==> config.mk <==
export PLATFORM = sky130hd
export DESIGN_NAME = compare_skip_bcd_decrement_exec
export DESIGN_NICKNAME = d
export VERILOG_FILES = /design/src/include/exec_pkg.sv /design/src/hw/q_phase_counter.sv /design/src/hw/compare_skip_bcd_decrement_exec.sv
export SDC_FILE = /design/constraint.sdc
export NUM_CORES = 1
export LEC_CHECK = 0
export BUFFER_PORTS_ARGS = -buffer_cell sky130_fd_sc_hd__buf_4
export CORE_ASPECT_RATIO = 1.25
export CORE_UTILIZATION = 50
export DETAILED_ROUTE_END_ITERATION = 10
export HOLD_SLACK_MARGIN = 0.02
export PLACE_DENSITY = 0.82
export SETUP_SLACK_MARGIN = 0.02
export SYNTH_ARGS = -nofsm -noshare
export SYNTH_HDL_FRONTEND = slang
export SYNTH_SLANG_ARGS = --single-unit
==> constraint.sdc <==
create_clock -name mclk -period 2.8 [get_ports mclk]
set_input_delay 0.56 -clock mclk [delete_from_list [all_inputs] [get_ports mclk]]
set_output_delay 0.56 -clock mclk [all_outputs]
set_load 0.01 [all_outputs]
==> src/include/exec_pkg.sv <==
// constants, types and register map for the compare/adjust/decrement execution block
package exec_pkg;
    // ****************************************
    // apb register map (byte addresses)
    // ****************************************
    localparam logic [7:0] ADDR_ACC = 8'h00;
    localparam logic [7:0] ADDR_BANK_PTR = 8'h04;
    localparam logic [7:0] ADDR_STATUS = 8'h08;
    localparam logic [7:0] ADDR_EXEC_STATE = 8'h0C;
    localparam logic [7:0] RESET_ACC = 8'h00;
    localparam logic [3:0] RESET_BANK_PTR = 4'h0;
    localparam logic [4:0] RESET_STATUS = 5'h00;

    // ****************************************
    // status flag bit positions
    // ****************************************
    localparam int FLAG_C = 0;
    localparam int FLAG_NIBBLE_CARRY = 1;
    localparam int FLAG_Z = 2;
    localparam int FLAG_RANGE_ERR = 3;
    localparam int FLAG_N = 4;

    // ****************************************
    // instruction encodings
    // ****************************************
    localparam logic [3:0] CMP_TOP = 4'h6;
    localparam logic [2:0] CMP_LOW_ZERO = 3'h0;
    localparam logic [15:0] BCD_ADJ_WORD = 16'h0007;
    localparam logic [5:0] DEC_TOP = 6'h01;
    localparam int DEC_DEST_BIT = 9;
    localparam int DEC_BANK_BIT = 8;
    localparam int CMP_BANK_BIT = 0;

    // ****************************************
    // access bank split and arithmetic constants
    // ****************************************
    localparam logic [7:0] ACCESS_SPLIT = 8'h80;
    localparam logic [3:0] ACCESS_LOW_BANK = 4'h0;
    localparam logic [3:0] ACCESS_HIGH_BANK = 4'hF;
    localparam logic [3:0] BCD_MAX = 4'h9;
    localparam logic [8:0] BCD_LO_ADJ = 9'h006;
    localparam logic [8:0] BCD_HI_ADJ = 9'h060;
    localparam logic [7:0] RANGE_ERR_VAL = 8'h80;
    localparam logic [1:0] SKIP_ONE = 2'h1;
    localparam logic [1:0] SKIP_TWO = 2'h2;

    typedef enum logic [1:0] {
        PH_Q1 = 2'b00,
        PH_Q2 = 2'b01,
        PH_Q3 = 2'b10,
        PH_Q4 = 2'b11
    } phase_t;

    typedef enum logic [2:0] {
        OP_NONE = 3'b000,
        OP_CMP = 3'b001,
        OP_BCD = 3'b010,
        OP_DEC = 3'b011,
        OP_FLUSH = 3'b100
    } op_t;
endpackage

==> src/hw/q_phase_counter.sv <==
// four-phase instruction cycle sequencer
module q_phase_counter (
    input wire logic mclk,
    input wire logic rst_b,
    input wire logic ce,
    output exec_pkg::phase_t phase
);
    import exec_pkg::*;

    phase_t phase_q;
    phase_t phase_d;

    always_comb begin
        phase_d = phase_t'(phase_q + 2'b01);
    end

    always_ff @(posedge mclk or negedge rst_b) begin
        if (!rst_b) begin
            phase_q <= PH_Q1;
        end else if (ce) begin
            phase_q <= phase_d;
        end
    end

    assign phase = phase_q;
endmodule

==> src/hw/compare_skip_bcd_decrement_exec.sv <==
// execution unit for compare-skip-if-less, bcd accumulator adjust and file decrement
// Contract
// - compare is unsigned, flags stay untouched
// - file less than accumulator flushes next instruction
// - one cycle, two on skip, three over two-word
// - bank bit zero forces access bank
// - compare word: top 0110, address, bank bit
// - compare phases: decode, read, process, idle
// - bcd adjust adds six per nibble, carry only
module compare_skip_bcd_decrement_exec (
    input wire logic mclk,
    input wire logic rst_b,
    input wire logic ce,
    input wire logic [7:0] paddr,
    input wire logic psel,
    input wire logic penable,
    input wire logic pwrite,
    input wire logic [31:0] pwdata,
    output logic pready,
    output logic [31:0] prdata,
    output logic pslverr,
    input wire logic [15:0] instr_word,
    input wire logic next_two_word,
    input wire logic [7:0] fr_rd_data,
    output logic [11:0] fr_addr,
    output logic fr_wr_en,
    output logic [7:0] fr_wr_data,
    output logic instr_taken,
    output logic instr_flushed,
    output exec_pkg::phase_t q_phase
);
    import exec_pkg::*;

    phase_t phase;
    op_t op_q, op_d;
    logic [7:0] acc_q, acc_d;
    logic [3:0] bank_ptr_q, bank_ptr_d;
    logic [4:0] flags_q, flags_d;
    logic [7:0] operand_q, operand_d;
    logic [7:0] result_q, result_d;
    logic dest_file_q, dest_file_d;
    logic two_word_q, two_word_d;
    logic [1:0] skip_q, skip_d;
    logic [11:0] fr_addr_q, fr_addr_d;
    logic fr_wr_en_q, fr_wr_en_d;
    logic taken_q, taken_d;
    logic flushed_q, flushed_d;
    logic pready_q, pready_d;
    logic pslverr_q, pslverr_d;
    logic [31:0] prdata_q, prdata_d;

    logic [8:0] bcd_sum;
    logic bank_bit;
    logic [7:0] file_field;

    q_phase_counter u_phase (
        .mclk(mclk),
        .rst_b(rst_b),
        .ce(ce),
        .phase(phase)
    );

    // ****************************************
    // instruction sequencing and datapath
    // ****************************************
    always_comb begin
        op_d = op_q;
        acc_d = acc_q;
        flags_d = flags_q;
        operand_d = operand_q;
        result_d = result_q;
        dest_file_d = dest_file_q;
        two_word_d = two_word_q;
        skip_d = skip_q;
        fr_addr_d = fr_addr_q;
        fr_wr_en_d = 1'b0;
        taken_d = 1'b0;
        flushed_d = 1'b0;
        bcd_sum = 9'h000;
        bank_bit = 1'b1;
        file_field = 8'h00;
        case (phase)
            PH_Q1: begin
                if (skip_q != 2'b00) begin
                    // the fetched word is dropped; this cycle is four idle phases
                    op_d = OP_FLUSH;
                    flushed_d = 1'b1;
                end else if (instr_word[15:12] == CMP_TOP
                             && instr_word[3:1] == CMP_LOW_ZERO) begin
                    op_d = OP_CMP;
                    file_field = instr_word[11:4];
                    bank_bit = instr_word[CMP_BANK_BIT];
                    two_word_d = next_two_word;
                    taken_d = 1'b1;
                end else if (instr_word == BCD_ADJ_WORD) begin
                    op_d = OP_BCD;
                    taken_d = 1'b1;
                end else if (instr_word[15:10] == DEC_TOP) begin
                    op_d = OP_DEC;
                    file_field = instr_word[7:0];
                    bank_bit = instr_word[DEC_BANK_BIT];
                    dest_file_d = instr_word[DEC_DEST_BIT];
                    taken_d = 1'b1;
                end else begin
                    op_d = OP_NONE;
                end
                if (bank_bit) begin
                    fr_addr_d = {bank_ptr_q, file_field};
                end else if (file_field < ACCESS_SPLIT) begin
                    fr_addr_d = {ACCESS_LOW_BANK, file_field};
                end else begin
                    fr_addr_d = {ACCESS_HIGH_BANK, file_field};
                end
            end
            PH_Q2: begin
                if (op_q == OP_BCD) begin
                    operand_d = acc_q;
                end else begin
                    operand_d = fr_rd_data;
                end
            end
            PH_Q3: begin
                case (op_q)
                    OP_CMP: begin
                        // unsigned; status is deliberately not written
                        if (operand_q < acc_q) begin
                            skip_d = two_word_q ? SKIP_TWO : SKIP_ONE;
                        end
                    end
                    OP_BCD: begin
                        bcd_sum = {1'b0, acc_q};
                        if (acc_q[3:0] > BCD_MAX || flags_q[FLAG_NIBBLE_CARRY]) begin
                            bcd_sum = bcd_sum + BCD_LO_ADJ;
                        end
                        if (acc_q[7:4] > BCD_MAX || flags_q[FLAG_C]) begin
                            bcd_sum = bcd_sum + BCD_HI_ADJ;
                        end
                        result_d = bcd_sum[7:0];
                        flags_d[FLAG_C] = flags_q[FLAG_C] | bcd_sum[8];
                    end
                    OP_DEC: begin
                        result_d = operand_q - 8'h01;
                        // carry and nibble carry read as "no borrow"
                        flags_d[FLAG_C] = (operand_q != 8'h00);
                        flags_d[FLAG_NIBBLE_CARRY] = (operand_q[3:0] != 4'h0);
                        flags_d[FLAG_Z] = (operand_q == 8'h01);
                        flags_d[FLAG_RANGE_ERR] = (operand_q == RANGE_ERR_VAL);
                        flags_d[FLAG_N] = result_d[7];
                    end
                    default: begin
                    end
                endcase
            end
            PH_Q4: begin
                case (op_q)
                    OP_BCD: begin
                        acc_d = result_q;
                    end
                    OP_DEC: begin
                        if (dest_file_q) begin
                            fr_wr_en_d = 1'b1;
                        end else begin
                            acc_d = result_q;
                        end
                    end
                    OP_FLUSH: begin
                        skip_d = skip_q - 2'b01;
                    end
                    default: begin
                    end
                endcase
            end
            default: begin
            end
        endcase
    end

    // ****************************************
    // apb slave; zero wait states, answer registered in setup
    // ****************************************
    always_comb begin
        bank_ptr_d = bank_ptr_q;
        pready_d = 1'b0;
        pslverr_d = 1'b0;
        prdata_d = 32'h0000_0000;
        if (psel && !penable) begin
            pready_d = 1'b1;
            case (paddr)
                ADDR_ACC: prdata_d = {24'h00_0000, acc_q};
                ADDR_BANK_PTR: prdata_d = {28'h000_0000, bank_ptr_q};
                ADDR_STATUS: prdata_d = {27'h000_0000, flags_q};
                ADDR_EXEC_STATE: prdata_d = {24'h00_0000, skip_q, op_q, 1'b0, phase};
                default: pslverr_d = 1'b1;
            endcase
        end
    end

    always_ff @(posedge mclk or negedge rst_b) begin
        if (!rst_b) begin
            op_q <= OP_NONE;
            acc_q <= RESET_ACC;
            bank_ptr_q <= RESET_BANK_PTR;
            flags_q <= RESET_STATUS;
            operand_q <= 8'h00;
            result_q <= 8'h00;
            dest_file_q <= 1'b0;
            two_word_q <= 1'b0;
            skip_q <= 2'b00;
            fr_addr_q <= 12'h000;
            fr_wr_en_q <= 1'b0;
            taken_q <= 1'b0;
            flushed_q <= 1'b0;
            pready_q <= 1'b0;
            pslverr_q <= 1'b0;
            prdata_q <= 32'h0000_0000;
        end else if (ce) begin
            op_q <= op_d;
            operand_q <= operand_d;
            result_q <= result_d;
            dest_file_q <= dest_file_d;
            two_word_q <= two_word_d;
            skip_q <= skip_d;
            fr_addr_q <= fr_addr_d;
            fr_wr_en_q <= fr_wr_en_d;
            taken_q <= taken_d;
            flushed_q <= flushed_d;
            pready_q <= pready_d;
            pslverr_q <= pslverr_d;
            prdata_q <= prdata_d;
            // software write lands after the core update, so it wins a same-edge clash
            if (psel && penable && pready_q && pwrite && !pslverr_q) begin
                acc_q <= (paddr == ADDR_ACC) ? pwdata[7:0] : acc_d;
                bank_ptr_q <= (paddr == ADDR_BANK_PTR) ? pwdata[3:0] : bank_ptr_d;
                flags_q <= (paddr == ADDR_STATUS) ? pwdata[4:0] : flags_d;
            end else begin
                acc_q <= acc_d;
                bank_ptr_q <= bank_ptr_d;
                flags_q <= flags_d;
            end
        end
    end

    assign pready = pready_q;
    assign prdata = prdata_q;
    assign pslverr = pslverr_q;
    assign fr_addr = fr_addr_q;
    assign fr_wr_en = fr_wr_en_q;
    assign fr_wr_data = result_q;
    assign instr_taken = taken_q;
    assign instr_flushed = flushed_q;
    assign q_phase = phase;
endmodule

==> impl_metrics.prom, run 1 <==
# TYPE chip_impl_metric gauge
chip_impl_info{name="status",value="finished, violations left"} 1
chip_impl_info{name="violations",value="design-rule violations"} 1
chip_impl_metric{name="postCtsSetupBuffers",unit=""} 0
chip_impl_metric{name="powerDensity",unit="nW/um2"} 594
chip_impl_info{name="critPathKind",value="flop to flop"} 1
chip_impl_metric{name="yosysWarnings",unit=""} 0
chip_impl_metric{name="final_sum_of_negative_setup_slack",unit="ns"} 0
chip_impl_metric{name="critPathArrivalTime",unit="ns"} 2.63
chip_impl_metric{name="cts_buffers",unit=""} 9
chip_impl_metric{name="i_o_pin_count",unit=""} 130
chip_impl_info{name="root_buffer",value="sky130_fd_sc_hd__clkbuf_8"} 1
chip_impl_metric{name="post-route-min-period",unit="ns"} 2.43
chip_impl_metric{name="layout-drive-gt1-share",unit="%"} 22.8
chip_impl_metric{name="min_period_over_period",unit="%"} 86.8
chip_impl_info{name="path_delay_family",value="simple AND/OR/NAND/NOR gates"} 1
chip_impl_metric{name="dieHeight",unit="um"} 105
chip_impl_metric{name="fmax",unit="MHz"} 411
chip_impl_metric{name="total_leakage_power",unit="nW"} 2.29
chip_impl_metric{name="horiz_die_dim",unit="um"} 84.3
chip_impl_metric{name="gr-total-overflow",unit=""} 0
chip_impl_info{name="netlist_top_cells_area",value="sky130_fd_sc_hd__dfrtp_1, sky130_fd_sc_hd__ha_1, sky130_fd_sc_hd__buf_4, sky130_fd_sc_hd__o21ai_0, sky130_fd_sc_hd__nand2_1"} 1
chip_impl_metric{name="place_area",unit="um2"} 4850
chip_impl_info{name="rsz_0062_raised_after_global_routing",value="false"} 1
chip_impl_metric{name="core_region_area",unit="um2"} 8240
chip_impl_metric{name="seq_area_frac_synth",unit="%"} 39.6
chip_impl_metric{name="initial_utilization",unit="%"} 51.4
chip_impl_metric{name="worst-r2r-setup-slack",unit="ns"} 0.37
chip_impl_metric{name="wire_length_of_the_first_global_routing_pass",unit="um"} 18400
chip_impl_metric{name="clock_tree.htree_level_count",unit=""} 3
chip_impl_metric{name="gr_util_all_layers",unit="%"} 26.6
chip_impl_metric{name="cp_max_fo",unit=""} 8
chip_impl_metric{name="ys_seq_elements",unit=""} 67
chip_impl_metric{name="levels_on_crit_path",unit=""} 10
chip_impl_info{name="synthDominantAreaCellType",value="sky130_fd_sc_hd__dfrtp_1"} 1
chip_impl_metric{name="timing.max_cap.violations",unit=""} 0
chip_impl_metric{name="worst_r2r_path_depth",unit=""} 10
chip_impl_metric{name="syn-mean-instance-area",unit="um2"} 9.15
chip_impl_metric{name="timing.critical_path.slowest_cell_delay",unit="ns"} 0.44
chip_impl_info{name="path_cells",value="buf_4 -> nor3_1 -> nor2_1 -> xnor2_1 -> ha_1 -> nor3b_1 -> a211oi_1 -> mux2i_1 -> o22ai_1 -> o21ai_0"} 1
chip_impl_info{name="critical_path.startpoint_type",value="flop"} 1
chip_impl_metric{name="detail_route.wl_per_cell",unit="um"} 17.3
chip_impl_metric{name="drc",unit=""} 12
chip_impl_metric{name="synth.top_cell.area_share",unit="%"} 39.6
chip_impl_metric{name="vdd_ir_drop_max",unit="V"} 0.000506
chip_impl_metric{name="max_slew.worst_pin.slew",unit="ns"} 0.861
chip_impl_metric{name="cts_resized",unit=""} 0
chip_impl_info{name="critical_path.reg2reg.startpoint",value="acc_q[2]"} 1
chip_impl_metric{name="holdBufCountCts",unit=""} 0
chip_impl_metric{name="layout_setup_ws",unit="ns"} 0.369
chip_impl_metric{name="total_power",unit="mW"} 2.98
chip_impl_metric{name="floorplan.die_area",unit="um2"} 8850
chip_impl_metric{name="detail_route.iter0.violations",unit=""} 366
chip_impl_metric{name="critPathRequiredTime",unit="ns"} 3.00
chip_impl_info{name="r2r-end",value="fr_wr_data[7]"} 1
chip_impl_metric{name="number_of_global_route_vias_before_repair",unit=""} 3725
chip_impl_metric{name="synth-async-reset-ratio",unit="%"} 100
chip_impl_metric{name="finalInstanceArea",unit="um2"} 5020
chip_impl_info{name="worst_setup_path_end_kind",value="flop"} 1
chip_impl_metric{name="area_delta_synth_final",unit="%"} 18.6
chip_impl_metric{name="max-slew-margin-rel",unit="%"} 42.6
chip_impl_metric{name="timing.final.max_slew_violations",unit=""} 0
chip_impl_metric{name="finalSetupViolations",unit=""} 0
chip_impl_metric{name="netlist_area",unit="um2"} 4240
chip_impl_info{name="yosys_most_used_dff",value="sky130_fd_sc_hd__dfrtp_1"} 1
chip_impl_metric{name="numPortBuffers",unit=""} 81
chip_impl_metric{name="clk_pin_slew_worst_paths",unit="ns"} 0.08
chip_impl_metric{name="drt_wl_total",unit="um"} 11100
chip_impl_metric{name="core.rowCount",unit=""} 37
chip_impl_metric{name="tritoncts_num_sinks",unit=""} 67
chip_impl_metric{name="antennaDiodeCount",unit=""} 0
chip_impl_metric{name="fin_nets",unit=""} 627
chip_impl_info{name="critPathSlowestCell",value="sky130_fd_sc_hd__nor3_1"} 1
chip_impl_metric{name="grt_max_degree",unit=""} 68
chip_impl_info{name="cts_tree",value="built"} 1
chip_impl_metric{name="clock_skew",unit="ns"} 0.00782
chip_impl_metric{name="hold_viol_final",unit=""} 0
chip_impl_metric{name="antenna_left",unit=""} 0
chip_impl_metric{name="num_vias",unit=""} 3845
chip_impl_info{name="min-delay-path-class",value="primary input to asynchronous set/reset pin"} 1
chip_impl_metric{name="worst-path-buf-inv",unit=""} 1
chip_impl_metric{name="synth_edf_count",unit=""} 0
chip_impl_metric{name="worstSkewPairLatency",unit="ns"} 0.35
chip_impl_metric{name="ctsLongestPathBuffers",unit=""} 2
chip_impl_metric{name="pre_cts_ws",unit="ns"} 0.298
chip_impl_metric{name="drt-vias-per-instance",unit=""} 6.00
chip_impl_metric{name="synthesis.instances",unit=""} 463
chip_impl_metric{name="pre_antenna_drt_iters",unit=""} 10
chip_impl_metric{name="place_congestion",unit=""} 0.899
chip_impl_metric{name="hpwl",unit="um"} 8270
chip_impl_metric{name="grt_antenna_before_repair",unit=""} 0
chip_impl_metric{name="yosysUniqueCellTypes",unit=""} 58
==> Yosys cell counts (6+ instances only) <==
master                     number
sky130_fd_sc_hd__clkbuf_1      21
sky130_fd_sc_hd__a21oi_1       18
sky130_fd_sc_hd__mux2_2         8
sky130_fd_sc_hd__nand3b_1       7
sky130_fd_sc_hd__ha_1          17
sky130_fd_sc_hd__nand2b_1       9
sky130_fd_sc_hd__inv_1         34
sky130_fd_sc_hd__mux2i_1       12
sky130_fd_sc_hd__buf_4         25
sky130_fd_sc_hd__nand3_1       15
sky130_fd_sc_hd__a31oi_1        6
sky130_fd_sc_hd__nor3_1         6
sky130_fd_sc_hd__dfrtp_1       67
sky130_fd_sc_hd__a22o_1        12
sky130_fd_sc_hd__nor2_1        25
sky130_fd_sc_hd__nand2_1       38
sky130_fd_sc_hd__xnor2_1        9
sky130_fd_sc_hd__a22oi_1       11
sky130_fd_sc_hd__o22ai_1       13
sky130_fd_sc_hd__o21ai_0       37
==> cells by family (layout without fill, tap and decap cells) <==
logic type               after synthesis  in the layout  synth area share, %
XOR/XNOR                              11             11                 2.27
AND/OR/NAND/NOR                      134            134                 17.0
multiplexers                          23             23                 6.56
buffers and inverters                 85            143                 9.84
other                                  1             24               0.0885
adder cells (fa/ha/maj)               17             17                 5.02
AO/OA/AOI/OAI                        125            125                 19.7
flip-flops                            67             67                 39.6
==> routing by layer <==
| layer | track usage [%] | vias to the layer above | routed length, um | part of all wire, % |
|---|---|---|---|---|
| met5 | 0 | - | 0 | 0 |
| met4 | 14.4 | 0 | 432 | 3.9 |
| met3 | 6.79 | 37 | 924 | 8.3 |
| met2 | 42.9 | 194 | 5440 | 49 |
| met1 | 32.4 | 1842 | 4300 | 39 |
| li1 | - | 1772 | - | - |
==> cell usage in the layout (no fill, tap or decap), types with 13 or more instances in the layout <==
cell	instances
sky130_fd_sc_hd__ha_1	17
sky130_fd_sc_hd__inv_1	34
sky130_fd_sc_hd__o22ai_1	13
sky130_fd_sc_hd__conb_1	24
sky130_fd_sc_hd__nand2_1	38
sky130_fd_sc_hd__nand3_1	15
sky130_fd_sc_hd__buf_4	93
sky130_fd_sc_hd__o21ai_0	37
sky130_fd_sc_hd__dfrtp_1	67
sky130_fd_sc_hd__a21oi_1	18
sky130_fd_sc_hd__nor2_1	25
==> sequential cells by signal, indices dropped and copies added, names as in the netlist <==
signal and cells:
acc_q 8, bank_ptr_d 4, dest_file_q 1, flags_q 5, fr_addr 12, fr_wr_data 8
fr_wr_en 1, instr_flushed 1, instr_taken 1, op_q 3, operand_q 8, prdata 8
pready 1, pslverr 1, skip_q 2, two_word_q 1, u_phase.phase 2
==> through the flow <==
stage,std cells,hold slack (ns),utilization (%)
global route,641,0.385,60.9
floorplan,486,0.264,-
finish,641,0.326,60.9
CTS,641,0.351,60.9
detailed placement,625,0.464,58.9
global placement,625,0.461,58.9
==> power breakdown <==
part / switching [mW] / internal [mW] / leakage, nW
clock network: 0.381 / 0.321 / 0.0822
registers: 0.197 / 1.12 / 0.865
logic: 0.523 / 0.445 / 1.34
==> worst max-delay path by stage <==
stage,to,startpoint,slack [ns]
floorplan,bank_ptr_d[0],paddr[1],0.47
global placement,acc_q[7],paddr[1],0.36
detailed placement,acc_q[7],paddr[1],0.30
CTS,fr_wr_data[7],acc_q[2],0.40
global route,fr_wr_data[7],acc_q[2],0.11
finish,fr_wr_data[7],acc_q[2],0.37
==> area by class of cell <==
cell class | count | area (um2)
Clock inverter | 6 | 42.5
Inverter | 34 | 128
Clock buffer | 10 | 128
Timing Repair Buffer | 93 | 698
Sequential cell | 67 | 1680
Multi-Input combinational cell | 334 | 2230
Tap cell | 97 | 121
Fill cell | 696 | 3220
Note: power is estimated with default switching activity, not from simulation.
==> run 2: changes to the inputs <==
- CORE_UTILIZATION: 50 -> 40
- PLACE_DENSITY: 0.82 -> 0.69
==> run 2 against run 1 <==
  * Hold slack better by 0.0024 ns
  * Global-route usage is 4.6 points lower
  * Routed wire length up 3.5%
  * Clock skew is 0.0020 ns lower
  * First-iteration DRC count is 25% lower
  * Critical path depth unchanged
  * Final area grew 2.4%
  * Count of clock-buffer cells in the layout is 1 higher
  * Worst setup slack improved by 0.042 ns
  * The flow now finishes without violations
  * Sequential power about the same
==> impl_metrics.prom, run 2 (same netlist as run 1, synthesis figures left out) <==
# TYPE chip_impl_metric gauge
chip_impl_info{name="status",value="completed"} 1
chip_impl_metric{name="multiInputGateArea",unit="um2"} 2230
chip_impl_metric{name="cp_max_fo",unit=""} 9
chip_impl_metric{name="place_area",unit="um2"} 4890
chip_impl_info{name="critical_path.startpoint_type",value="flop"} 1
chip_impl_metric{name="ctsLongestPathBuffers",unit=""} 2
chip_impl_metric{name="worstSkewPairLatency",unit="ns"} 0.33
chip_impl_info{name="critical_path.reg2reg.startpoint",value="acc_q[1]"} 1
chip_impl_metric{name="wire_length_of_the_first_global_routing_pass",unit="um"} 18100
chip_impl_info{name="cpMostUsedCell",value="sky130_fd_sc_hd__nor2_1"} 1
chip_impl_metric{name="fin_nets",unit=""} 627
chip_impl_metric{name="detail_route.iter0.violations",unit=""} 276
chip_impl_metric{name="finalSetupViolations",unit=""} 0
chip_impl_metric{name="core.rowCount",unit=""} 41
chip_impl_metric{name="hpwl",unit="um"} 8600
chip_impl_metric{name="dieHeight",unit="um"} 117
chip_impl_info{name="mostFrequentLayoutCells",value="sky130_fd_sc_hd__buf_4, sky130_fd_sc_hd__dfrtp_1, sky130_fd_sc_hd__nand2_1"} 1
chip_impl_metric{name="levels_on_crit_path",unit=""} 10
chip_impl_metric{name="initial_utilization",unit="%"} 41.5
chip_impl_metric{name="timing.max_cap.violations",unit=""} 0
chip_impl_metric{name="max-slew-margin-rel",unit="%"} 43.5
chip_impl_metric{name="worst_r2r_path_depth",unit=""} 10
chip_impl_metric{name="tritoncts_num_sinks",unit=""} 67
chip_impl_metric{name="nFillCells",unit=""} 975
chip_impl_info{name="min-delay-path-class",value="primary input to asynchronous set/reset pin"} 1
chip_impl_metric{name="hold_viol_final",unit=""} 0
chip_impl_metric{name="numPortBuffers",unit=""} 81
chip_impl_info{name="critPathSlowestCell",value="sky130_fd_sc_hd__nor3_1"} 1
chip_impl_info{name="most_frequent_standard_cell_in_the_layout_excluding_fill_and_tap_cells",value="sky130_fd_sc_hd__buf_4"} 1
chip_impl_metric{name="clock_tree.htree_level_count",unit=""} 3
chip_impl_metric{name="max_slew.worst_pin.slew",unit="ns"} 0.847
chip_impl_metric{name="worst-path-buf-inv",unit=""} 1
chip_impl_metric{name="finalInstanceArea",unit="um2"} 5140
chip_impl_metric{name="postCtsSetupBuffers",unit=""} 0
chip_impl_info{name="rsz_0062_raised_after_global_routing",value="false"} 1
chip_impl_metric{name="core_region_area",unit="um2"} 10200
chip_impl_metric{name="timing.final.max_slew_violations",unit=""} 0
chip_impl_metric{name="detail_route.wl_per_cell",unit="um"} 17.1
chip_impl_metric{name="critPathRequiredTime",unit="ns"} 3.04
chip_impl_metric{name="grt_max_degree",unit=""} 68
chip_impl_metric{name="gr-total-overflow",unit=""} 0
chip_impl_info{name="r2r-end",value="fr_wr_data[7]"} 1
chip_impl_info{name="path_cells",value="buf_4 -> nor3_1 -> nor2_1 -> xnor2_1 -> ha_1 -> xor2_1 -> nor2_1 -> mux2i_1 -> o22ai_1 -> o21ai_0"} 1
chip_impl_metric{name="horiz_die_dim",unit="um"} 94.0
chip_impl_info{name="critPathKind",value="flop to flop"} 1
chip_impl_metric{name="grt_antenna_before_repair",unit=""} 0
chip_impl_metric{name="clock_skew",unit="ns"} 0.00581
chip_impl_metric{name="cts_buffers",unit=""} 9
chip_impl_metric{name="clk_pin_slew_worst_paths",unit="ns"} 0.05
chip_impl_metric{name="vdd_ir_drop_max",unit="V"} 0.000547
chip_impl_metric{name="powerDensity",unit="nW/um2"} 634
chip_impl_metric{name="total_leakage_power",unit="nW"} 2.33
chip_impl_metric{name="area_delta_synth_final",unit="%"} 21.4
chip_impl_metric{name="num_vias",unit=""} 3778
chip_impl_metric{name="min_period_over_period",unit="%"} 85.3
chip_impl_metric{name="holdBufCountCts",unit=""} 0
chip_impl_metric{name="drt-vias-per-instance",unit=""} 5.63
chip_impl_metric{name="post-route-min-period",unit="ns"} 2.39
chip_impl_metric{name="cts_resized",unit=""} 0
chip_impl_metric{name="drc",unit=""} 0
chip_impl_metric{name="number_of_global_route_vias_before_repair",unit=""} 3618
chip_impl_metric{name="pre_antenna_drt_iters",unit=""} 4
chip_impl_metric{name="largest_register_ffs",unit=""} 12
chip_impl_metric{name="drt_wl_total",unit="um"} 11500
chip_impl_metric{name="layout-drive-gt1-share",unit="%"} 22.3
chip_impl_info{name="root_buffer",value="sky130_fd_sc_hd__clkbuf_16"} 1
chip_impl_metric{name="final-seq-area",unit="um2"} 1680
chip_impl_metric{name="final_sum_of_negative_setup_slack",unit="ns"} 0
chip_impl_metric{name="floorplan.die_area",unit="um2"} 11000
chip_impl_metric{name="i_o_pin_count",unit=""} 130
chip_impl_metric{name="antenna_left",unit=""} 0
chip_impl_metric{name="timing.critical_path.slowest_cell_delay",unit="ns"} 0.43
chip_impl_metric{name="gr_util_all_layers",unit="%"} 22.0
chip_impl_metric{name="antennaDiodeCount",unit=""} 0
chip_impl_metric{name="fmax",unit="MHz"} 419
chip_impl_metric{name="critPathArrivalTime",unit="ns"} 2.63
chip_impl_metric{name="place_congestion",unit=""} 0.877
chip_impl_info{name="path_delay_family",value="simple AND/OR/NAND/NOR gates"} 1
chip_impl_metric{name="worst-r2r-setup-slack",unit="ns"} 0.41
chip_impl_info{name="worst_setup_path_end_kind",value="flop"} 1
chip_impl_info{name="cts_tree",value="built"} 1
==> run 2: cell types whose count changed in the layout (fill, tap and decap cells not counted), sizes merged <==
cell	before	now
clkbuf	10	11
clkinv	4	2
clkinvlp	2	1
==> run 2: layout make-up <==
type,count,share of cell area [%]
clock inverters,3,0.341
inverters,34,2.48
repair buffers,93,13.6
flip-flops and latches,67,32.6
clock buffers,11,4.53
multi-input cells,334,43.3
well taps,129,3.14
==> run 2: worst max path at each step <==
stage / start / to
after global placement: paddr[1] / acc_q[2]
after global routing: acc_q[1] / fr_wr_data[7]
final: acc_q[1] / fr_wr_data[7]
after floorplan: paddr[1] / bank_ptr_d[0]
after CTS: acc_q[2] / fr_wr_data[7]
after detailed placement: paddr[1] / acc_q[6]
==> run 2: power by group <==
part           total, mW  switching [mW]  internal [mW]
Sequential          1.32           0.202           1.12
Clock              0.976           0.391          0.585
Combinational      0.965           0.521          0.444
Total               3.26            1.11           2.15
==> run 2: worst reg2reg max path: cells and delay by family, from the launching register on <==
family	cells	cell delay, ns
compound gates	2	0.26
simple gates	3	0.61
flops	1	0.39
xor+xnor	2	0.43
buf+inv	1	0.19
fa+ha+maj	1	0.26
mux	1	0.17
==> run 2: stage by stage <==
stage / std cells / setup slack (ns) / utilization, % / hold slack (ns) / total power [mW]
after floorplan: 486 / 0.469 / - / 0.264 / 1.94
after global placement: 657 / 0.345 / 47.9 / 0.464 / 2.26
after detailed placement: 657 / 0.335 / 47.9 / 0.470 / 2.29
after CTS: 671 / 0.388 / 50.4 / 0.370 / 3.28
after global routing: 671 / 0.230 / 50.4 / 0.411 / 3.46
final: 671 / 0.411 / 50.4 / 0.328 / 3.26
==> run 2: routing by layer <==
layer / part of all wire [%] / global-route usage [%]
met5: 0 / 0
met4: 3.3 / 12.2
met3: 6.9 / 4.20
met2: 50 / 37.6
met1: 40 / 26.0
